==> src/inc/pd_odt_defs.svh <==
// Timing counts, command bits and field codes for power-down and termination control
`ifndef PD_ODT_DEFS_SVH
`define PD_ODT_DEFS_SVH

`define REF_CLK_MHZ          200
// Receivers go quiet after two no-operation cycles
`define RX_SHUTDOWN_CYCLES   2
// Exit latency in ns; the real figure comes from the part's AC table
`define PD_EXIT_LATENCY_NS   8
`define PD_EXIT_CYCLES       ((`PD_EXIT_LATENCY_NS * `REF_CLK_MHZ + 999) / 1000)
// Termination drop leads the read latency point by this many cycles
`define READ_OFF_LEAD        2
`define TERM_CODE_OFF        2'h0
// Deep power-down command bit levels with chip select low
`define DEEP_CA0             1'h1
`define DEEP_CA1             1'h1
`define DEEP_CA2             1'h0

`endif

==> src/inc/pd_odt_pkg.sv <==
// Types shared by the power-down and termination control logic
package pd_odt_pkg;

  typedef enum logic [2:0] {
    RUN,
    IDLE_PD,
    ACTIVE_PD,
    DEEP_SLEEP,
    PD_EXIT
  } pd_state_type;

endpackage

==> src/rtl/dram_powerdown_odt_control.sv <==
// Power-down, deep power-down and on-die termination control of the memory device
// Function
// Write leveling: strobe termination follows pin, data termination stays off.
// Writes enable both terminations; reads, calibrations, address training disable both.
// Termination needs non-zero setting code and pin high.
// Read drops termination from read latency minus two.
// Read restores termination at read latency plus half burst.
// Clock enable low with select high enters power-down; next cycle no-operation.
// Controller keeps clock enable high during reads, writes, register accesses.
// Entry disables buffers; receivers stop after entry delay; two no-operations follow.
// Controller holds clock enable low for the minimum pulse time.
// No refresh during power-down; controller limits its duration.
// Exit by clock enable high with select high, held minimum time.
// Commands accepted only after exit latency from clock enable rise.
// All banks idle gives idle power-down, else active power-down.
// Controller supplies two stable clock cycles before exit.
// After read, clock enable low no earlier than latency plus burst plus one.
// After write, clock enable low after latency, burst and write recovery.
// Write with auto precharge adds one more cycle before power-down.
// After refresh, activate, precharge: clock enable low after hold time.
// After mode register write, wait write cycle time before power-down.
// Clock enable low, select low, command bits 110 enters deep power-down.
// Deep power-down needs idle banks, quiet bus; contents are lost.
// Leaving deep power-down requires full initialization before use.
// Power-down termination bit zero disables termination during power-down.
// Termination off during self refresh and deep power-down.
// Deep power-down exits when clock enable registered high.
// In power-down states, address inputs ignored; only clock enable rise counts.
`include "pd_odt_defs.svh"

module dram_powerdown_odt_control #(
  parameter int BURST_LENGTH = 8
) (
  input  wire logic       ref_clk,
  input  wire logic       sys_rst,
  input  wire logic       clock_enable,
  input  wire logic       chip_select_n,
  input  wire logic [9:0] command_address,
  input  wire logic       termination_control_pin,
  input  wire logic [1:0] termination_setting_register,
  input  wire logic       pd_termination_enable,
  input  wire logic [5:0] read_latency,
  input  wire logic       read_issued,
  input  wire logic       write_leveling_mode,
  input  wire logic       read_dq_cal_active,
  input  wire logic       zq_cal_active,
  input  wire logic       ca_training_mode,
  input  wire logic       self_refresh_active,
  input  wire logic       banks_idle,
  input  wire logic       init_done,
  output logic            dq_term_en,
  output logic            dqs_term_en,
  output logic            io_buffers_on,
  output logic            receivers_on,
  output logic            refresh_allowed,
  output logic            cmd_ready,
  output logic            active_power_down,
  output logic            deep_sleep_state,
  output logic            init_required
);

  pd_odt_pkg::pd_state_type state;
  logic       clock_enable_q;
  logic       term_s1;
  logic       term_s2;
  logic       term_s3;
  logic       term_level;
  logic [7:0] rd_cnt;
  logic       rd_busy;
  logic [7:0] rd_start;
  logic [7:0] rd_end;
  logic       read_off;
  logic [1:0] rx_cnt;
  logic [3:0] exit_cnt;
  logic       in_pd;
  logic       cke_fall;
  logic       pd_entry;
  logic       deep_entry;
  logic       term_allow;

  localparam logic [3:0] EXIT_CYCLES = 4'(`PD_EXIT_CYCLES);
  localparam logic [1:0] RX_CYCLES   = 2'(`RX_SHUTDOWN_CYCLES);

  // Previous clock enable, to see a registered fall
  always_ff @(posedge ref_clk or posedge sys_rst) begin
    if (sys_rst) begin
      clock_enable_q <= 1'h1;
    end else begin
      clock_enable_q <= clock_enable;
    end
  end

  // Termination pin is asynchronous; accept a change once stages two and three agree
  always_ff @(posedge ref_clk or posedge sys_rst) begin
    if (sys_rst) begin
      term_s1    <= 1'h0;
      term_s2    <= 1'h0;
      term_s3    <= 1'h0;
      term_level <= 1'h0;
    end else begin
      term_s1 <= termination_control_pin;
      term_s2 <= term_s1;
      term_s3 <= term_s2;
      if (term_s2 == term_s3) begin
        term_level <= term_s3;
      end
    end
  end

  // Entry decode, only while running: power-down states ignore address inputs
  assign in_pd     = (state == pd_odt_pkg::IDLE_PD) || (state == pd_odt_pkg::ACTIVE_PD);
  assign cke_fall  = (state == pd_odt_pkg::RUN) && clock_enable_q && !clock_enable;
  assign pd_entry  = cke_fall && chip_select_n;
  assign deep_entry = cke_fall && !chip_select_n && (command_address[0] == `DEEP_CA0)
                      && (command_address[1] == `DEEP_CA1)
                      && (command_address[2] == `DEEP_CA2);

  // Power state sequencing
  always_ff @(posedge ref_clk or posedge sys_rst) begin
    if (sys_rst) begin
      state    <= pd_odt_pkg::RUN;
      exit_cnt <= 4'h0;
    end else begin
      case (state)
        pd_odt_pkg::RUN: begin
          if (pd_entry) begin
            state <= banks_idle ? pd_odt_pkg::IDLE_PD : pd_odt_pkg::ACTIVE_PD;
          end else if (deep_entry) begin
            state <= pd_odt_pkg::DEEP_SLEEP;
          end
        end
        pd_odt_pkg::IDLE_PD, pd_odt_pkg::ACTIVE_PD: begin
          // Only a rise of clock enable matters here
          if (clock_enable) begin
            if (EXIT_CYCLES > 4'h1) begin
              state    <= pd_odt_pkg::PD_EXIT;
              exit_cnt <= EXIT_CYCLES - 4'h2;
            end else begin
              state <= pd_odt_pkg::RUN;
            end
          end
        end
        pd_odt_pkg::PD_EXIT: begin
          if (exit_cnt == 4'h0) begin
            state <= pd_odt_pkg::RUN;
          end else begin
            exit_cnt <= exit_cnt - 4'h1;
          end
        end
        pd_odt_pkg::DEEP_SLEEP: begin
          if (clock_enable) begin
            state <= pd_odt_pkg::RUN;
          end
        end
        default: begin
          state <= pd_odt_pkg::RUN;
        end
      endcase
    end
  end

  // Contents lost in deep sleep; stays flagged until initialization completes
  always_ff @(posedge ref_clk or posedge sys_rst) begin
    if (sys_rst) begin
      init_required <= 1'h0;
    end else if (state == pd_odt_pkg::DEEP_SLEEP) begin
      init_required <= 1'h1;
    end else if (init_done) begin
      init_required <= 1'h0;
    end
  end

  // Receiver shutdown delay after entry, counted while powered down
  always_ff @(posedge ref_clk or posedge sys_rst) begin
    if (sys_rst) begin
      rx_cnt <= 2'h0;
    end else if (pd_entry || deep_entry) begin
      rx_cnt <= 2'h0;
    end else if ((in_pd || deep_sleep_state) && (rx_cnt < RX_CYCLES)) begin
      rx_cnt <= rx_cnt + 2'h1;
    end
  end

  // Status views of the power state
  assign io_buffers_on     = !(in_pd || deep_sleep_state);
  assign receivers_on      = io_buffers_on || (rx_cnt < RX_CYCLES);
  assign refresh_allowed   = !(in_pd || deep_sleep_state);
  assign cmd_ready         = (state == pd_odt_pkg::RUN);
  assign active_power_down = (state == pd_odt_pkg::ACTIVE_PD);
  assign deep_sleep_state  = (state == pd_odt_pkg::DEEP_SLEEP);

  // Read window bounds; a read latency below the lead clamps to zero
  assign rd_start = (read_latency > 6'(`READ_OFF_LEAD))
                    ? {2'h0, read_latency - 6'(`READ_OFF_LEAD)} : 8'h00;
  assign rd_end   = {2'h0, read_latency} + 8'(BURST_LENGTH / 2);

  // Cycle count since the latest read; a new read restarts the window
  always_ff @(posedge ref_clk or posedge sys_rst) begin
    if (sys_rst) begin
      rd_busy <= 1'h0;
      rd_cnt  <= 8'h00;
    end else if (read_issued) begin
      rd_busy <= 1'h1;
      rd_cnt  <= 8'h00;
    end else if (rd_busy) begin
      if (rd_cnt >= rd_end) begin
        rd_busy <= 1'h0;
      end else begin
        rd_cnt <= rd_cnt + 8'h01;
      end
    end
  end

  // Output register adds a cycle, so the window is looked up one count early
  assign read_off = (read_issued && (rd_start == 8'h00))
                    || (rd_busy && ((rd_cnt + 8'h01) >= rd_start)
                        && ((rd_cnt + 8'h01) < rd_end));

  // Conditions that must all hold to open termination, pin level included
  assign term_allow = (termination_setting_register != `TERM_CODE_OFF) && term_level
                      && !read_off && !read_dq_cal_active && !zq_cal_active
                      && !ca_training_mode
                      && !self_refresh_active && !deep_sleep_state
                      && !(in_pd && !pd_termination_enable);

  // Registered enables; write leveling keeps data lines unterminated
  always_ff @(posedge ref_clk or posedge sys_rst) begin
    if (sys_rst) begin
      dqs_term_en <= 1'h0;
      dq_term_en  <= 1'h0;
    end else begin
      dqs_term_en <= term_allow;
      dq_term_en  <= term_allow && !write_leveling_mode;
    end
  end

  property p_wl_dq_off;
    @(posedge ref_clk) disable iff (sys_rst)
      write_leveling_mode |=> !dq_term_en;
  endproperty
  a_wl_dq_off: assert property (p_wl_dq_off) else $error("data termination on in leveling");

  property p_train_off;
    @(posedge ref_clk) disable iff (sys_rst)
      (ca_training_mode || zq_cal_active) |=> !dqs_term_en && !dq_term_en;
  endproperty
  a_train_off: assert property (p_train_off) else $error("termination on during training");

  property p_code_zero;
    @(posedge ref_clk) disable iff (sys_rst)
      (termination_setting_register == `TERM_CODE_OFF || !term_level) |=> !dqs_term_en;
  endproperty
  a_code_zero: assert property (p_code_zero) else $error("termination on with code zero");

  property p_read_window;
    @(posedge ref_clk) disable iff (sys_rst)
      (rd_busy && (rd_cnt + 8'h01) >= rd_start && (rd_cnt + 8'h01) < rd_end)
      |=> !dqs_term_en && !dq_term_en;
  endproperty
  a_read_window: assert property (p_read_window) else $error("termination on in read window");

  property p_pd_entry;
    @(posedge ref_clk) disable iff (sys_rst)
      (state == pd_odt_pkg::RUN && $past(clock_enable) && !clock_enable && chip_select_n)
      |=> !io_buffers_on && !refresh_allowed;
  endproperty
  a_pd_entry: assert property (p_pd_entry) else $error("power-down not entered");

  property p_rx_delay;
    @(posedge ref_clk) disable iff (sys_rst)
      pd_entry |=> receivers_on ##1 (receivers_on || clock_enable);
  endproperty
  a_rx_delay: assert property (p_rx_delay) else $error("receivers stopped too early");

  property p_exit_latency;
    @(posedge ref_clk) disable iff (sys_rst)
      (in_pd && clock_enable) |=> !cmd_ready ##1 cmd_ready;
  endproperty
  a_exit_latency: assert property (p_exit_latency) else $error("exit latency wrong");

  property p_deep_entry;
    @(posedge ref_clk) disable iff (sys_rst)
      deep_entry |=> deep_sleep_state ##1 (init_required && !dqs_term_en);
  endproperty
  a_deep_entry: assert property (p_deep_entry) else $error("deep sleep not entered");

  property p_pd_term;
    @(posedge ref_clk) disable iff (sys_rst)
      (in_pd && !pd_termination_enable) |=> !dqs_term_en;
  endproperty
  a_pd_term: assert property (p_pd_term) else $error("termination on in power-down");

  property p_deep_exit;
    @(posedge ref_clk) disable iff (sys_rst)
      (deep_sleep_state && clock_enable) |=> cmd_ready && init_required;
  endproperty
  a_deep_exit: assert property (p_deep_exit) else $error("deep sleep exit wrong");

  property p_pd_hold;
    @(posedge ref_clk) disable iff (sys_rst)
      (in_pd && !clock_enable) |=> $stable(state);
  endproperty
  a_pd_hold: assert property (p_pd_hold) else $error("power state moved without clock enable");

endmodule

==> config.mk <==
export PLATFORM = sky130hd
export DESIGN_NAME = dram_powerdown_odt_control
export DESIGN_NICKNAME = d
export VERILOG_FILES = /design/src/inc/pd_odt_pkg.sv /design/src/rtl/dram_powerdown_odt_control.sv
export VERILOG_INCLUDE_DIRS = /design/src /design/src/inc
export SDC_FILE = /design/constraint.sdc
export NUM_CORES = 1
export LEC_CHECK = 0
export CORE_MARGIN = 2
export CORE_UTILIZATION = 45
export DETAILED_ROUTE_END_ITERATION = 7
export DONT_BUFFER_PORTS = 1
export SLEW_MARGIN = 10
export SYNTH_ARGS = -nofsm -noshare
export SYNTH_HDL_FRONTEND = slang
export SYNTH_SLANG_ARGS = --single-unit
==> constraint.sdc <==
create_clock -name ref_clk -period 2.11 [get_ports ref_clk]
set_input_delay 0.422 -clock ref_clk [delete_from_list [all_inputs] [get_ports ref_clk]]
set_output_delay 0.422 -clock ref_clk [all_outputs]
set_load 0.1 [all_outputs]
---- Word level (Yosys, flattened, before mapping) ----
Index checks and enable logic that the tools add are counted.
word-level totals
  bits in writable memories ............... 0
  register bits ........................... 26
  input bits .............................. 32
  memories kept ........................... 0
  bits in latches ......................... 0
  word-level logic and storage cells ...... 106
  ROM bits ................................ 0
  output and inout bits ................... 9
operators by class
  multiplexer cells ....................... 21
  reductions and logical operators ........ 50
  shift operators ......................... 0
  div/mod/pow operators ................... 0
  eq/ne operators ......................... 11
  bitwise logic cells ..................... 1
  $mul .................................... 0
  order comparisons ....................... 5
  add/sub/neg operators ................... 5
operators by type and width
  operator               number
  $mux W8                3
  $logic_and A1 B1 Y1    21
  $mux W3                5
  $logic_not A1 Y1       12
  $pmux W3 S4            1
  $ne A2 B2 Y1 const B   5
  $reduce_bool A2 Y1     5
  $add A8 B1 Y8 const B  1
  $ge A8 B6 Y1           1
  $ge A8 B7 Y1           1
  $logic_not A8 Y1       1
  $lt A8 B7 Y1           1
  $mux W4                2
  $pmux W4 S2            1
  $add A6 B3 Y7 const B  1
  $eq A3 B2 Y1 const B   2
  $gt A6 B2 Y1 const B   1
  $mux W2                3
  $mux W6                1
  $sub A6 B2 Y6 const B  1
  $logic_or A1 B1 Y1     5
  $mux W1                5
  $logic_not A4 Y1       1
  $reduce_and A4 Y1      1
  other kinds (12)       12

---- Depth between registers and ports, before layout ----
  word-level depth ........................ 15
  mapped depth ............................ 11
  depth with buffers taken out ............ 11

---- Worst setup path after synthesis ----
No wires, ideal clock.
  kind .................................... register to output
  from .................................... register state[2]
  to ...................................... output port active_power_down
  stages on the path, launching flop included .. 3
  path slack .............................. -1.018 ns
  arrival ................................. 2.706 ns
  buffers on the path ..................... 1
  required time ........................... 1.688 ns
  cell sequence ........................... dfrtp_1 -> buf_4 -> nor3b_1
on the way
  cells in the longest elaborated chain, start to end .. 1
ends and longest elaborated chain
  what                    RTL line                           text
  from (decl)             dram_powerdown_odt_control.sv:62   pd_odt_pkg::pd_state_type state;
  from (signal assigned)  dram_powerdown_odt_control.sv:121  state <= pd_odt_pkg::RUN;
  from (signal assigned)  dram_powerdown_odt_control.sv:127  state <= banks_idle ? pd_odt_pkg::IDLE_PD : pd_odt_pkg::ACTIVE_PD;
  from (signal assigned)  dram_powerdown_odt_control.sv:129  state <= pd_odt_pkg::DEEP_SLEEP;
  $eq A3 B2 Y1            dram_powerdown_odt_control.sv:189  assign active_power_down = (state == pd_odt_pkg::ACTIVE_PD);
  to (decl)               dram_powerdown_odt_control.sv:57   output logic active_power_down,
Every way passes these cells.

---- Worst setup path in the final report ----
  from .................................... register rd_cnt[0]
  to ...................................... register dqs_term_en
on the way
  cells in the longest elaborated chain, start to end .. 13
  elaborated cells between the ends (all ways) .. 14
  those cells by class .................... 1 x add/sub; 2 x order compare; 11 x reduce/logical
ends and longest elaborated chain
  what                                RTL line                                                              text
  from (decl)                         dram_powerdown_odt_control.sv:68                                      logic [7:0] rd_cnt;
  from (signal assigned)              dram_powerdown_odt_control.sv:209                                     rd_cnt <= rd_cnt + 8'h01;
  $add A8 B1 Y8 *                     dram_powerdown_odt_control.sv:216, dram_powerdown_odt_control.sv:217
  $ge A8 B6 Y1                        dram_powerdown_odt_control.sv:216                                     || (rd_busy && ((rd_cnt + 8'h01) >= rd_start)
  $logic_and A1 B1 Y1                 dram_powerdown_odt_control.sv:216
  $logic_and A1 B1 Y1 *               dram_powerdown_odt_control.sv:217                                     && ((rd_cnt + 8'h01) < rd_end));
  $logic_or A1 B1 Y1 *                dram_powerdown_odt_control.sv:216
  $logic_not A1 Y1 *                  dram_powerdown_odt_control.sv:221                                     && !read_off && !read_dq_cal_active && !zq_cal_active
  $logic_and A1 B1 Y1 * (7 in a row)  dram_powerdown_odt_control.sv:220                                     assign term_allow = (termination_setting_register != `TERM_CODE_OFF) && term_level
  named net term_allow                dram_powerdown_odt_control.sv:79                                      logic term_allow;
  to (signal assigned)                dram_powerdown_odt_control.sv:232                                     dqs_term_en <= term_allow;
  to (decl)                           dram_powerdown_odt_control.sv:52                                      output logic dqs_term_en,
Mark *: on every way through the listed nets, which the timed path passes. The rest lies on a longest branch.
A chain may end at the register's enable or synchronous reset.

==> reports/summary.txt <==
FF+latch area: 655.6 um^2
Ports: 41
Finish-stage setup viols: 0
Setup WS pre-CTS: -0.2107 ns
Mapped Nets: 259
Root buf cell: clkbuf_8
Unrepaired setup endpoints after global routing: yes
WP data required: 2.27 ns
Routed Antenna Nets: 0
Hold Violations, Final: 0
Vias in the first global route: 1560
Status: complete, no violations
TritonCTS Buffers: 3
Setup TNS: 0 ns
CP max FO: 4
Final Max Slew Viols: 0
Die Span Y: 70.03 um
CTS Hold Bufs: 0
DRT iter0 DRCs: 38
Gate Count Post-Synth: 201
Vias per Instance: 5.502
Die ar.: 4904 um^2
Router iterations before antenna repair: 4
ANT cells: 0
Yosys reg bits: 26
Pin count of the biggest net entering global routing: 27
Core area: 4264 um^2
DRT Wirelength: 4087 um
Worst-margin pin slew: 0.6657 ns
Layout area overhead: 26.28%
Peak supply drop: 638.9 uV
TritonCTS clock tree: done
Routability cong.: 0.8773
Clk slew on worst S/H paths: 0.09 ns
Post-layout net count: 286
Max cap viols: 0
Setup Skew: 0.001864 ns
Largest buffer count on any clock path: 2
Number of fill cells: 356
Grt total ovfl: 0
Port Buffer Count: 0
HPWL after DPL: 3232 um
Prevailing post-synth register cell: dfrtp_1
Global Route Usage Sum: 0.1714
Leakage power: 1.147 nW
Via count: 1535
Tcrit/Tclk final: 0.9775
Warnings from Yosys: 0
Final worst path period need: 2.063 ns
Mean Syn Cell Area: 9.761 um^2
CP arrival: 2.22 ns
Die X: 70.03 um
R2R cell count: 9
Max_slew headroom: 0.5543
Wire length per cell: 14.65 um
Synth unique cells: 57
Global-route wire length before repair: 6789 um
Setup WS post-layout: 0.04739 ns
Asr flop ratio synth: 1.000
Worst-skew pair later-pin latency: 0.27 ns
Final Util: 0.5810
Worst Setup Start Kind: register
Setup CP Type: register to register
Area of the multi-input gates: 1380 um^2
Clock H-tree levels: 1
Final Power: 2.421 mW
Layout cell share with drive strength beyond 1: 0.2907
DRC violations left: 0
Synthesized area: 1962 um^2
Hold Crit Class: primary input to async pin
Post-Layout Cell Count: 279
EDFF count, synth: 0
PD cells: 977.4 nW/um^2
Maximum clock frequency: 484.8 MHz
CTS Sinks: 26
Placed Cells: 269
Antenna violations before repair: 0
Kind of end point of the critical path: register
Sequential fraction of the synthesis area: 0.3323
Initial Util: 0.4601
Row count: 24
## synthesized netlist by cell type (all sizes together) (5+ instances only)
cell type   n  area, um^2
nand3       5       30.03
dfrtp      25       625.6
xnor2      12       105.1
inv        20       75.07
nor2       16       67.56
xor2        6       52.55
nand2      12       45.04
a21oi      10       53.80
ha         26       325.3
## timing repair
| item | CTS | global route |
|---|---|---|
| pin swaps | 4 | 8 |
| setup endpoints to repair | 2 | 5 |
| resized for setup | 3 | 18 |
| buffers inserted | 0 | 6 |
## layer usage
metal  vias to the layer above  global-route usage  part of all wire
met4                         0             0.05128             0.015
met1                       733              0.2057              0.43
met3                         7             0.03030             0.040
li1                        764                   -                 -
met5                         -                   0                 0
met2                        31              0.3111              0.51
## critical path, stage by stage, from the launching register on
cell	delay, ns
dfrtp_1	0.42
ha_4	0.19
nand3_4	0.09
or3_4	0.34
nand2_1	0.09
ha_1	0.24
nand2_1	0.07
nand3b_1	0.11
nor4b_4	0.33
nor2_1	0.08
## layout make-up
| type | count | area share |
|---|---|---|
| multi-input combinational | 151 | 0.5571 |
| sequential | 26 | 0.2646 |
| timing repair buffer | 26 | 0.09192 |
| inverter | 20 | 0.04192 |
| tap | 52 | 0.02626 |
| clock buffer | 4 | 0.01818 |
## path summary, 6_finish.rpt
path,slack [ns],endpoint,start
min in group ref_clk,0.14,clock_enable_q$_DFF_PP1_,clock_enable
worst min register to register,0.36,term_s2$_DFF_PP0_,term_s1$_DFF_PP0_
worst min-delay path,0.08,init_required$_DFFE_PP0P_,sys_rst
max in group asynchronous,1.73,clock_enable_q$_DFF_PP1_,sys_rst
worst max register to register,0.05,dqs_term_en$_DFF_PP0_,rd_cnt[0]$_DFFE_PP0P_
worst max-delay path,0.05,dqs_term_en$_DFF_PP0_,rd_cnt[0]$_DFFE_PP0P_
## layout by cell type (no fill, tap or decap), types with 3 or more instances in the layout
| master | instances |
|---|---|
| mux2i_1 | 3 |
| dfrtp_1 | 22 |
| nor2b_1 | 4 |
| ha_1 | 22 |
| buf_4 | 22 |
| a211oi_1 | 4 |
| o211ai_1 | 4 |
| xor2_1 | 5 |
| nand3_1 | 4 |
| clkbuf_8 | 3 |
| ha_4 | 4 |
| nand2_1 | 11 |
| xnor2_1 | 11 |
| a21oi_1 | 9 |
| inv_1 | 17 |
| dfrtp_2 | 3 |
| nor2_1 | 15 |
## cells by family after synthesis
| group | share of synthesized area |
|---|---|
| and+or+nand+nor | 0.1786 |
| adders and majority gates | 0.1709 |
| xor gates and xnor gates | 0.08036 |
| AOI/OAI and AO/OA | 0.1607 |
| DFF | 0.3323 |
| buffers and inverters | 0.05038 |
| muxes | 0.02679 |
## registers in the layout, indices dropped and copies added, names as in the netlist, 2 cells and up
signal	cells
exit_cnt	4
rd_cnt	8
rx_cnt	2
state	3
## power by group
part	internal, mW	leakage, nW	switching, mW
Clock	0.135	0.0228	0.151
Combinational	0.487	0.797	0.936
Sequential	0.585	0.327	0.127
## metrics by stage
stage               area, um^2  hold slack [ns]
global route              2477           0.1016
finish                    2477          0.08164
detailed placement        2272           0.3389
global placement          2272           0.3356
CTS                       2328          0.09247
floorplan                 2049           0.3312
Power figures use the tool's default switching activity.
